--- src/hw/kwd_params.svh ---
// offsets, field positions, reset values and timing counts for the keyed watchdog
`ifndef KWD_PARAMS_SVH
`define KWD_PARAMS_SVH

// ----------------------------------------------------------------------------
// register byte offsets
// ----------------------------------------------------------------------------
`define KWD_OFS_RELOAD      12'h000
`define KWD_OFS_COUNT       12'h004
`define KWD_OFS_CONTROL     12'h008
`define KWD_OFS_REFRESH     12'h00c
`define KWD_OFS_STATUS      12'h018

// ----------------------------------------------------------------------------
// control fields
// ----------------------------------------------------------------------------
`define KWD_CTL_STYLE       6
`define KWD_CTL_ENABLE      5
`define KWD_CTL_PRE_HI      3
`define KWD_CTL_PRE_LO      2
`define KWD_CTL_ACTION      1
`define KWD_CTL_SLEEP       0
`define KWD_CTL_WMASK       16'h006f

// ----------------------------------------------------------------------------
// status fields
// ----------------------------------------------------------------------------
`define KWD_STA_LOCK        4
`define KWD_STA_CTL_BUSY    3
`define KWD_STA_LD_BUSY     2
`define KWD_STA_REF_BUSY    1
`define KWD_STA_PENDING     0

// ----------------------------------------------------------------------------
// reset values, key and counts
// ----------------------------------------------------------------------------
`define KWD_RST_RELOAD      16'h1000
`define KWD_RST_CONTROL     16'h00e9
`define KWD_FREE_START      16'h1000
`define KWD_REFRESH_KEY     16'hcccc
`define KWD_LF_HZ           32768
`define KWD_DEFAULT_SEC     32
`define KWD_DIV1_LIM        12'h000
`define KWD_DIV16_LIM       12'h00f
`define KWD_DIV256_LIM      12'h0ff
`define KWD_DIV4096_LIM     12'hfff

`endif

--- src/hw/kwd_pkg.sv ---
// types shared by the keyed watchdog
package kwd_pkg;

    // ------------------------------------------------------------------------
    // bus phase, one-hot
    // ------------------------------------------------------------------------
    typedef enum logic [1:0] {
        KWD_IDLE = 2'b01,
        KWD_ACK  = 2'b10
    } kwd_phase_t;

    // ------------------------------------------------------------------------
    // whole state of the watchdog
    // ------------------------------------------------------------------------
    typedef struct packed {
        kwd_phase_t  phase;
        logic [31:0] prdata;
        logic        pslverr;
        logic        lf_s1;
        logic        lf_s2;
        logic        lf_s3;
        logic        lf_lvl;
        logic [11:0] pre_cnt;
        logic [15:0] count;
        logic [15:0] reload_sw;
        logic [15:0] reload_act;
        logic [15:0] ctl_sw;
        logic [15:0] ctl_act;
        logic        key_good;
        logic        ctl_busy;
        logic        ld_busy;
        logic        ref_busy;
        logic        locked;
        logic        pending;
        logic        sys_rst;
        logic        sleep_q;
    } kwd_state_t;

endpackage

--- src/hw/kwd_watchdog.sv ---
// keyed watchdog timer with apb register access
//
// Register access over APB was chosen for this implementation.
`timescale 1ns/1ps

`include "kwd_params.svh"

// How it works
// - watchdog comes up enabled after every reset
// - writing enable one locks control and reload
// - lock reads zero until enable is written
// - clear enable stops; re-enable only once
// - reload writable anytime while control unlocked
// - free style counts from 0x1000, ignores reload
// - periodic style starts each period from reload
// - prescaler divides by 1, 16, 256, 4096
// - zero count gives reset or interrupt
// - interrupt choice only outside power-down
// - key write reloads counter and restarts period
// - key write clears pending interrupt
// - wrong key fires the timeout action
// - refresh register write-only, reads zero
// - sleep bit picks continue or restart after sleep
// - counter runs from low-frequency clock always
// - control busy until write reaches timer side
// - reload and refresh busy until synchronised
// - current count register returns counter value
// - status bit zero shows pending interrupt
// - reset defaults give about 32 second period
module kwd_watchdog
    import kwd_pkg::*;
(
    // clock and reset
    input  wire logic        core_clk,
    input  wire logic        rstn,
    // apb slave
    input  wire logic        psel,
    input  wire logic        penable,
    input  wire logic        pwrite,
    input  wire logic [11:0] paddr,
    input  wire logic [31:0] pwdata,
    output logic      [31:0] prdata,
    output logic             pready,
    output logic             pslverr,
    // low-frequency oscillator pin
    input  wire logic        low_freq_oscillator,
    // power-down mode of the chip
    input  wire logic        sleep_mode,
    // timeout actions
    output logic             sys_reset_req,
    output logic             timeout_pending
);

    // ------------------------------------------------------------------------
    // helpers
    // ------------------------------------------------------------------------
    function automatic logic [11:0] pre_limit(input logic [1:0] sel);
        logic [11:0] lim;
        case (sel)
            2'b00:   lim = `KWD_DIV1_LIM;
            2'b01:   lim = `KWD_DIV16_LIM;
            2'b10:   lim = `KWD_DIV256_LIM;
            default: lim = `KWD_DIV4096_LIM;
        endcase
        return lim;
    endfunction

    function automatic logic [15:0] start_value(input logic [15:0] ctl,
                                               input logic [15:0] rld);
        logic [15:0] v;
        if (ctl[`KWD_CTL_STYLE]) begin
            v = rld;
        end else begin
            v = `KWD_FREE_START;
        end
        return v;
    endfunction

    // returns {reset, interrupt}
    function automatic logic [1:0] fire(input logic [15:0] ctl,
                                        input logic        sleeping);
        logic [1:0] f;
        // in power-down the interrupt is not offered, so a reset is forced
        if (ctl[`KWD_CTL_ACTION] && !sleeping) begin
            f = 2'b01;
        end else begin
            f = 2'b10;
        end
        return f;
    endfunction

    function automatic logic addr_is(input logic [11:0] a,
                                     input logic [11:0] ofs);
        return a[11:2] == ofs[11:2];
    endfunction

    // ------------------------------------------------------------------------
    // state
    // ------------------------------------------------------------------------
    kwd_state_t s_q;
    kwd_state_t s_d;

    logic        lf_rise;
    logic        tick;
    logic        refreshed;
    logic        wr_done;
    logic        mapped;
    logic [31:0] rd_val;
    logic [1:0]  act;
    logic [11:0] lim;

    // ------------------------------------------------------------------------
    // next state
    // ------------------------------------------------------------------------
    always_comb begin
        s_d       = s_q;
        s_d.sys_rst = 1'b0;
        lf_rise   = 1'b0;
        tick      = 1'b0;
        refreshed = 1'b0;
        act       = 2'b00;
        lim       = pre_limit(s_q.ctl_act[`KWD_CTL_PRE_HI:`KWD_CTL_PRE_LO]);

        // oscillator pin: three stages, a change counts once stages 2 and 3 agree
        s_d.lf_s1 = low_freq_oscillator;
        s_d.lf_s2 = s_q.lf_s1;
        s_d.lf_s3 = s_q.lf_s2;
        if (s_q.lf_s2 == s_q.lf_s3 && s_q.lf_s3 != s_q.lf_lvl) begin
            s_d.lf_lvl = s_q.lf_s3;
            lf_rise    = s_q.lf_s3;
        end

        // timer side: every rising oscillator edge first takes over pending writes
        if (lf_rise) begin
            if (s_q.ctl_busy) begin
                s_d.ctl_act  = s_q.ctl_sw;
                s_d.ctl_busy = 1'b0;
            end
            if (s_q.ld_busy) begin
                s_d.reload_act = s_q.reload_sw;
                s_d.ld_busy    = 1'b0;
            end
            if (s_q.ref_busy) begin
                s_d.ref_busy = 1'b0;
                if (s_q.key_good) begin
                    s_d.pending = 1'b0;
                    s_d.count   = start_value(s_d.ctl_act, s_d.reload_act);
                    s_d.pre_cnt = 12'h000;
                    refreshed   = 1'b1;
                end else begin
                    act = fire(s_d.ctl_act, sleep_mode);
                end
            end
            // counting runs on the oscillator whenever enabled
            if (s_d.ctl_act[`KWD_CTL_ENABLE] && !refreshed) begin
                if (s_q.pre_cnt >= lim) begin
                    s_d.pre_cnt = 12'h000;
                    tick        = 1'b1;
                end else begin
                    s_d.pre_cnt = s_q.pre_cnt + 12'h001;
                end
            end
            if (tick) begin
                // a zero reload also times out on the first tick
                if (s_q.count <= 16'h0001) begin
                    act     = act | fire(s_d.ctl_act, sleep_mode);
                    s_d.count = start_value(s_d.ctl_act, s_d.reload_act);
                end else begin
                    s_d.count = s_q.count - 16'h0001;
                end
            end
        end

        // leaving power-down may restart the period
        s_d.sleep_q = sleep_mode;
        if (s_q.sleep_q && !sleep_mode && s_d.ctl_act[`KWD_CTL_SLEEP]) begin
            s_d.count   = start_value(s_d.ctl_act, s_d.reload_act);
            s_d.pre_cnt = 12'h000;
        end

        if (act[1]) begin
            s_d.sys_rst = 1'b1;
        end
        if (act[0]) begin
            s_d.pending = 1'b1;
        end

        // bus side: read data is captured in the first access cycle
        mapped = addr_is(paddr, `KWD_OFS_RELOAD) || addr_is(paddr, `KWD_OFS_COUNT) ||
                 addr_is(paddr, `KWD_OFS_CONTROL) || addr_is(paddr, `KWD_OFS_REFRESH) ||
                 addr_is(paddr, `KWD_OFS_STATUS);
        rd_val = 32'h0000_0000;
        if (addr_is(paddr, `KWD_OFS_RELOAD)) begin
            rd_val = {16'h0000, s_q.reload_sw};
        end else if (addr_is(paddr, `KWD_OFS_COUNT)) begin
            rd_val = {16'h0000, s_q.count};
        end else if (addr_is(paddr, `KWD_OFS_CONTROL)) begin
            rd_val = {16'h0000, s_q.ctl_sw};
        end else if (addr_is(paddr, `KWD_OFS_STATUS)) begin
            rd_val[`KWD_STA_LOCK]     = s_q.locked;
            rd_val[`KWD_STA_CTL_BUSY] = s_q.ctl_busy;
            rd_val[`KWD_STA_LD_BUSY]  = s_q.ld_busy;
            rd_val[`KWD_STA_REF_BUSY] = s_q.ref_busy;
            rd_val[`KWD_STA_PENDING]  = s_q.pending;
        end

        wr_done = 1'b0;
        case (s_q.phase)
            KWD_IDLE: begin
                if (psel && penable) begin
                    s_d.phase   = KWD_ACK;
                    s_d.prdata  = pwrite ? 32'h0000_0000 : rd_val;
                    s_d.pslverr = !mapped;
                end
            end
            KWD_ACK: begin
                // the write lands on the edge that completes the transfer
                wr_done     = psel && penable && pwrite;
                s_d.phase   = KWD_IDLE;
                s_d.prdata  = 32'h0000_0000;
                s_d.pslverr = 1'b0;
            end
            default: begin
                s_d.phase   = KWD_IDLE;
                s_d.prdata  = 32'h0000_0000;
                s_d.pslverr = 1'b0;
            end
        endcase

        // a new write marks busy after any take-over above, so set wins
        if (wr_done && !s_q.locked) begin
            if (addr_is(paddr, `KWD_OFS_CONTROL)) begin
                // reserved bits are dropped; enable may be cleared once
                s_d.ctl_sw   = pwdata[15:0] & `KWD_CTL_WMASK;
                s_d.ctl_busy = 1'b1;
                if (pwdata[`KWD_CTL_ENABLE]) begin
                    s_d.locked = 1'b1;
                end
            end
            if (addr_is(paddr, `KWD_OFS_RELOAD)) begin
                s_d.reload_sw = pwdata[15:0];
                s_d.ld_busy   = 1'b1;
            end
        end
        if (wr_done && addr_is(paddr, `KWD_OFS_REFRESH)) begin
            s_d.key_good = pwdata[15:0] == `KWD_REFRESH_KEY;
            s_d.ref_busy = 1'b1;
        end
    end

    // ------------------------------------------------------------------------
    // registers
    // ------------------------------------------------------------------------
    always_ff @(posedge core_clk) begin
        if (!rstn) begin
            s_q            <= '0;
            s_q.phase      <= KWD_IDLE;
            s_q.count      <= `KWD_RST_RELOAD;
            s_q.reload_sw  <= `KWD_RST_RELOAD;
            s_q.reload_act <= `KWD_RST_RELOAD;
            s_q.ctl_sw     <= `KWD_RST_CONTROL;
            s_q.ctl_act    <= `KWD_RST_CONTROL;
            s_q.locked     <= 1'b0;
        end else begin
            s_q <= s_d;
        end
    end

    // ------------------------------------------------------------------------
    // outputs
    // ------------------------------------------------------------------------
    assign prdata          = s_q.prdata;
    assign pready          = s_q.phase == KWD_ACK;
    assign pslverr         = s_q.pslverr;
    assign sys_reset_req   = s_q.sys_rst;
    assign timeout_pending = s_q.pending;

endmodule // kwd_watchdog

--- config.mk ---
export PLATFORM = sky130hd
export DESIGN_NAME = kwd_watchdog
export DESIGN_NICKNAME = d
export VERILOG_FILES = /design/src/hw/kwd_pkg.sv /design/src/hw/kwd_watchdog.sv
export VERILOG_INCLUDE_DIRS = /design/src /design/src/hw
export SDC_FILE = /design/constraint.sdc
export NUM_CORES = 1
export LEC_CHECK = 0
export BUFFER_PORTS_ARGS = -buffer_cell sky130_fd_sc_hd__buf_2
export CAP_MARGIN = 20
export CORE_ASPECT_RATIO = 1.25
export CORE_MARGIN = 8
export CORE_UTILIZATION = 57
export DETAILED_ROUTE_END_ITERATION = 7
export MAX_ROUTING_LAYER = met4
export PLACE_DENSITY = 0.8
export SETUP_SLACK_MARGIN = 0.2
export SYNTH_ARGS = -nofsm -noshare
export SYNTH_HDL_FRONTEND = slang
export SYNTH_SLANG_ARGS = --single-unit
--- constraint.sdc ---
create_clock -name core_clk -period 3.35 [get_ports core_clk]
set_input_delay 0 -clock core_clk [delete_from_list [all_inputs] [get_ports core_clk]]
set_output_delay 0 -clock core_clk [all_outputs]
set_load 0.005 [all_outputs]
==> impl_metrics.env, run 1 <==
export IMPL_die_x_microns=103.4
export IMPL_finalHoldViolCount=0
export IMPL_routed_wl_microns=14470
export IMPL_cp_max_fo=23
export IMPL_status="finished, final reports clean"
export IMPL_design_die_area_sq_mm=0.01296
export IMPL_drt_iter0_drc=364
export IMPL_syn_to_final_growth_pct=12.41
export IMPL_yosysTopAreaCellShare_pct=38.23
export IMPL_grt_pass1_vias=4840
export IMPL_power_mw=2.479
export IMPL_port_buffers=52
export IMPL_criticalPathCategory="flop to flop"
export IMPL_synth_flop_cell="dfxtp_1"
export IMPL_clock_latency_ns=0.35
export IMPL_tns_ns=0
export IMPL_numCtsBuffers=9
export IMPL_crit_path_end_kind="flop"
export IMPL_synthMuxAreaShare_pct=7.972
export IMPL_synthesis_area_sq_mm=0.005446
export IMPL_grt_max_degree=43
export IMPL_ios=87
export IMPL_gp_congestion=0.8969
export IMPL_async_flop_share_pct=0
export IMPL_viasPerCell=5.981
export IMPL_grtUsageTotal_pct=23.12
export IMPL_antenna_left=0
export IMPL_drc=0
export IMPL_antenna_found_initial=0
export IMPL_initial_core_util_pct=57.58
export IMPL_synth_simple_area_share_pct=23.29
export IMPL_dr_pass1_iters=6
export IMPL_period_minus_slack_ns=2.775
export IMPL_ir_drop_uv=265.3
export IMPL_finalMaxSlewViolations=0
export IMPL_synth_area_leaders="dfxtp_1, mux2i_1, nand2_1"
export IMPL_synth_top_area_cell="dfxtp_1"
export IMPL_syn_inst=658
export IMPL_place_area_sq_mm=0.005639
export IMPL_ys_types=59
export IMPL_core_sq_mm=0.009459
export IMPL_cap_violations=0
export IMPL_post_route_util_pct=64.72
export IMPL_min_path_type="primary input to flop"
export IMPL_synthXorXnorAreaFrac_pct=2.895
export IMPL_finalSetupViolCount=0
export IMPL_start_kind="flop"
export IMPL_ys_top_cells_by_count="dfxtp_1, nand2_1, nor2_1"
export IMPL_grt_pass1_wl_microns=23350
export IMPL_insertedDiodeCount=0
export IMPL_clk_pin_slew_ns=0.07
export IMPL_yosysWarnings=0
export IMPL_syn_avg_cell_area_sq_um=8.277
export IMPL_cp_required_ns=3.63
export IMPL_placementRows=40
export IMPL_tritoncts="yes"
export IMPL_max_freq_ghz=0.3604
export IMPL_wl_per_cell_microns=17.34
export IMPL_p_leak_nw=2.437
export IMPL_cts_max_path_buffers=2
export IMPL_clockRootBuffer="clkbuf_16"
export IMPL_power_density_mw_per_mm2=405.0
export IMPL_fin_skew_ns=0.008876
export IMPL_cts_htree_levels=3
export IMPL_synth_top_family_by_area="simple AND/OR/NAND/NOR gates"
export IMPL_cts_sinks=104
export IMPL_vias=4988
export IMPL_nets=765
export IMPL_ys_seq_elements=104
export IMPL_post_synth_top_count_cell="dfxtp_1"
export IMPL_synthAdderAreaFrac_pct=2.527
export IMPL_gr_total_overflow=0
export IMPL_rsz0062_at_grt="no"
export IMPL_synth_compound_area_share_pct=17.28
export IMPL_min_period_over_period_pct=82.83
export IMPL_synth_edf_count=0
export IMPL_tightest_slew_ns=0.8803
export IMPL_stdcell_area_sq_mm=0.006122
export IMPL_drive_gt1_share_pct=13.14
export IMPL_stdcell_count=834
export IMPL_hpwl_microns=9988
export IMPL_die_y_microns=125.3
export IMPL_cts_resized=0
export IMPL_relSlewSlack_pct=41.25
export IMPL_ys_seq_area_share_pct=38.23
export IMPL_placed_cells=798
export IMPL_arrival_ns=3.05
## power by group
part	leakage [nW]	switching (mW)	internal [mW]	total, mW
sequential	0.841	0.0168	1.25	1.26
clock	0.135	0.471	0.545	1.02
combinational	1.46	0.112	0.0858	0.198
total	2.44	0.600	1.88	2.48
## worst max-delay path, cell delays in order (launching register included)
cell      delay (ns)
dfxtp_1         0.34
or2_2           0.30
inv_1           0.11
ha_1            0.25
a211oi_1        0.19
o21ai_0         0.17
a211oi_4        0.46
nor2_2          0.29
or3_1           0.40
a31oi_1         0.16
## cell type report
type,count,area (sq um)
Inverter,12,45.04
Multi-Input combinational cell,493,3012
Tap cell,126,157.7
Clock buffer,12,256.5
Timing Repair Buffer,83,540.5
Fill cell,779,3337
Clock inverter,4,28.78
Sequential cell,104,2082
## state kept, by name (all words and copies together) (netlist names)
name	count
s_q	83
prdata	16
s_d	2
pslverr	1
sys_reset_req	1
timeout_pending	1
## metrics by stage
| step | setup WS [ns] | hold WS, ns |
|---|---|---|
| 2_1_floorplan | 0.8897 | 0.1217 |
| 3_3_place_gp | 0.5781 | 0.2101 |
| 3_5_place_dp | 0.5035 | 0.2091 |
| 4_1_cts | 0.4652 | 0.02801 |
| 5_1_grt | 0.3346 | 0.06718 |
| 6_report | 0.5753 | 0.04161 |
## final timing paths
check	startpoint	endpoint	slack, ns	cells after the start
hold / removal	paddr[2]	prdata[4]	0.04	3
setup reg to reg	s_q[11]	s_q[76]	0.58	9
hold reg to reg	s_d[102]	s_d[101]	0.44	1
setup / recovery	s_q[11]	s_q[76]	0.58	9
## cells in the final DEF (no fill, tap or decap), types with 10 or more instances in the layout
master           n
conb_1          16
o21a_1          13
xnor2_1         10
dlygate4sd3_1   19
dfxtp_1        104
a31oi_1         10
mux2i_1         40
o21ai_0         40
a21oi_1         36
ha_1            11
buf_2           52
buf_4           12
or3_1           17
nand3_1         33
nand2_1         97
nor2_1          44
inv_1           11
## timing repair
action	CTS	global route
endpoints found under the hold margin	24	0
setup buffers	0	1
endpoints found under the setup margin	0	2
hold buffers	19	0
## kinds of logic (layout without fill, tap and decap cells)
kind of cell / Yosys count / after routing
AOI/OAI and AO/OA: 145 / 145
xor gates and xnor gates: 18 / 18
adders and majority gates: 11 / 11
buffers and inverters: 76 / 111
DFF: 104 / 104
muxes: 43 / 43
other: 1 / 16
and+or+nand+nor: 260 / 260
## metal layers
metal  track usage, %  part of all wire [%]
met5                -                     0
met4            13.32                   4.7
met3            3.054                   4.5
met2            38.28                    51
met1            25.64                    39
Note: power is estimated with default switching activity, not from simulation.
==> run 2, diff against run 1 <==
--- a/config.mk
+++ b/config.mk
@@ -10,10 +10,10 @@
 export CAP_MARGIN = 20
 export CORE_ASPECT_RATIO = 1.25
 export CORE_MARGIN = 8
-export CORE_UTILIZATION = 57
+export CORE_UTILIZATION = 51
 export DETAILED_ROUTE_END_ITERATION = 7
 export MAX_ROUTING_LAYER = met4
-export PLACE_DENSITY = 0.8
+export PLACE_DENSITY = 0.76
 export SETUP_SLACK_MARGIN = 0.2
 export SYNTH_ARGS = -nofsm -noshare
 export SYNTH_HDL_FRONTEND = slang
==> constraint.sdc (replaced) <==
create_clock -name core_clk -period 2.5 [get_ports core_clk]
set_input_delay 0 -clock core_clk [delete_from_list [all_inputs] [get_ports core_clk]]
set_output_delay 0 -clock core_clk [all_outputs]
set_load 0.005 [all_outputs]
==> run 2 against run 1 <==
The run now ends with negative setup slack left. Power up 37%. Worst setup slack worse by 0.64 ns. Global-route usage up 0.11 points. Die area up 10%. Highest routed layer unchanged.
==> impl_metrics.env, run 2 (synthesis results as in run 1) <==
export IMPL_design_die_area_sq_mm=0.01426
export IMPL_grtUsageTotal_pct=23.23
export IMPL_nets=791
export IMPL_largest_reg_flops=83
export IMPL_fin_skew_ns=0.003909
export IMPL_ir_drop_uv=282.6
export IMPL_hpwl_microns=10630
export IMPL_gr_total_overflow=0
export IMPL_min_path_type="primary input to flop"
export IMPL_rsz0062_at_grt="yes"
export IMPL_post_route_util_pct=63.26
export IMPL_clockRootBuffer="clkbuf_16"
export IMPL_vias=5240
export IMPL_regMostFlops="s_q"
export IMPL_grt_max_degree=43
export IMPL_viasPerCell=6.051
export IMPL_drt_iter0_drc=513
export IMPL_die_y_microns=131.5
export IMPL_failed_checks="negative setup slack"
export IMPL_dr_pass1_iters=6
export IMPL_ios=87
export IMPL_p_leak_nw=2.609
export IMPL_grt_pass1_vias=5303
export IMPL_numCtsBuffers=9
export IMPL_power_mw=3.391
export IMPL_finalHoldWorstSlack_ns=0.03822
export IMPL_stdcell_area_sq_mm=0.006649
export IMPL_clock_latency_ns=0.34
export IMPL_cp_required_ns=2.73
export IMPL_power_density_mw_per_mm2=510.0
export IMPL_syn_to_final_growth_pct=22.08
export IMPL_gp_congestion=0.9211
export IMPL_crit_path_end_kind="flop"
export IMPL_cts_sinks=104
export IMPL_final_common_cell="dfxtp_1"
export IMPL_regToRegSetupSlack_ns=-0.07
export IMPL_wl_per_cell_microns=18.96
export IMPL_routed_wl_microns=16420
export IMPL_start_kind="flop"
export IMPL_port_buffers=52
export IMPL_setup_slack_ns=-0.06691
export IMPL_period_minus_slack_ns=2.567
export IMPL_hold_path_startpoint="paddr[2]"
export IMPL_tritoncts="yes"
export IMPL_core_sq_mm=0.01051
export IMPL_grt_pass1_wl_microns=25950
export IMPL_cts_htree_levels=3
export IMPL_initial_core_util_pct=51.82
export IMPL_finalHoldViolCount=0
export IMPL_drc=0
export IMPL_clk_pin_slew_ns=0.07
export IMPL_relSlewSlack_pct=45.35
export IMPL_cap_violations=0
export IMPL_cts_max_path_buffers=2
export IMPL_placementRows=42
export IMPL_finalSetupViolCount=7
export IMPL_finalMaxSlewViolations=0
export IMPL_antenna_left=0
export IMPL_drive_gt1_share_pct=20.46
export IMPL_die_x_microns=108.4
export IMPL_status="finished, violations left"
export IMPL_startpoint="s_q[10]"
export IMPL_nFillCells=871
export IMPL_criticalPathCategory="flop to flop"
export IMPL_antenna_found_initial=1
export IMPL_tightest_slew_ns=0.8122
export IMPL_tns_ns=-0.2490
export IMPL_r2r_start="s_q[10]"
export IMPL_min_period_over_period_pct=102.7
export IMPL_cp_max_fo=8
export IMPL_arrival_ns=2.80
export IMPL_final_cell_mix="dfxtp_1, nand2_1, buf_2, nor2_1, mux2i_1"
export IMPL_max_freq_ghz=0.3896
export IMPL_place_area_sq_mm=0.005806
==> run 2: changes by cell type in the layout (fill, tap and decap cells not counted), sizes merged <==
cell,before,now
diode,0,1
buf,64,89
clkbuf,12,11
bufinv,0,1
==> run 2: final cells by class <==
cell class	instances	area (sq um)	share of cell area, %
Multi-Input combinational cell	493	3211	48.29
Clock inverter	5	58.81	0.8845
Antenna cell	1	2.502	0.03764
Sequential cell	104	2090	31.43
Inverter	12	47.55	0.7151
Timing Repair Buffer	109	845.8	12.72
Clock buffer	10	229.0	3.444
Tap cell	132	165.2	2.484
==> run 2: power by group <==
part / switching (mW) / internal, mW
Combinational: 0.171 / 0.140
Clock: 0.615 / 0.771
Sequential: 0.0233 / 1.67
==> run 2: routing by layer <==
layer,wire length (microns),track usage (%),up-vias
met1,6011,24.02,2481
met4,847,14.87,0
li1,-,-,2447
met5,0,-,-
met3,979,4.012,66
met2,8584,39.39,246
==> run 2: through the flow <==
| step | setup slack, ns | cells |
|---|---|---|
| floorplan | 0.1695 | 673 |
| global placement | 0.02194 | 818 |
| detailed placement | -0.09126 | 818 |
| CTS | 0.02306 | 864 |
| finish | -0.06691 | 866 |
| global route | -0.1399 | 866 |
==> run 2: final timing paths <==
check / end / cells past startpoint
max: s_q[78] / 11
min: prdata[4] / 3
max reg2reg: s_q[78] / 11
min reg2reg: s_d[101] / 1
==> run 2: what timing repair did <==
action                                  CTS  global route
pin swaps                                 8            23
buffers inserted                         10             0
gates resized for setup                  19            35
endpoints found under the setup margin   23            30
hold buffers                             19             0
hold endpoints to repair                 24             0
gates cloned                              2             1
==> run 2: worst max-delay path: stages (launching register included) <==
cell and delay, ns:
dfxtp_4 0.37, or2_4 0.27, inv_4 0.07, ha_4 0.20, a211oi_2 0.21, o21ai_2 0.10
a211oi_4 0.37, buf_6 0.16, o311ai_4 0.12, buf_6 0.18, clkbuf_16 0.16, o221a_1 0.24
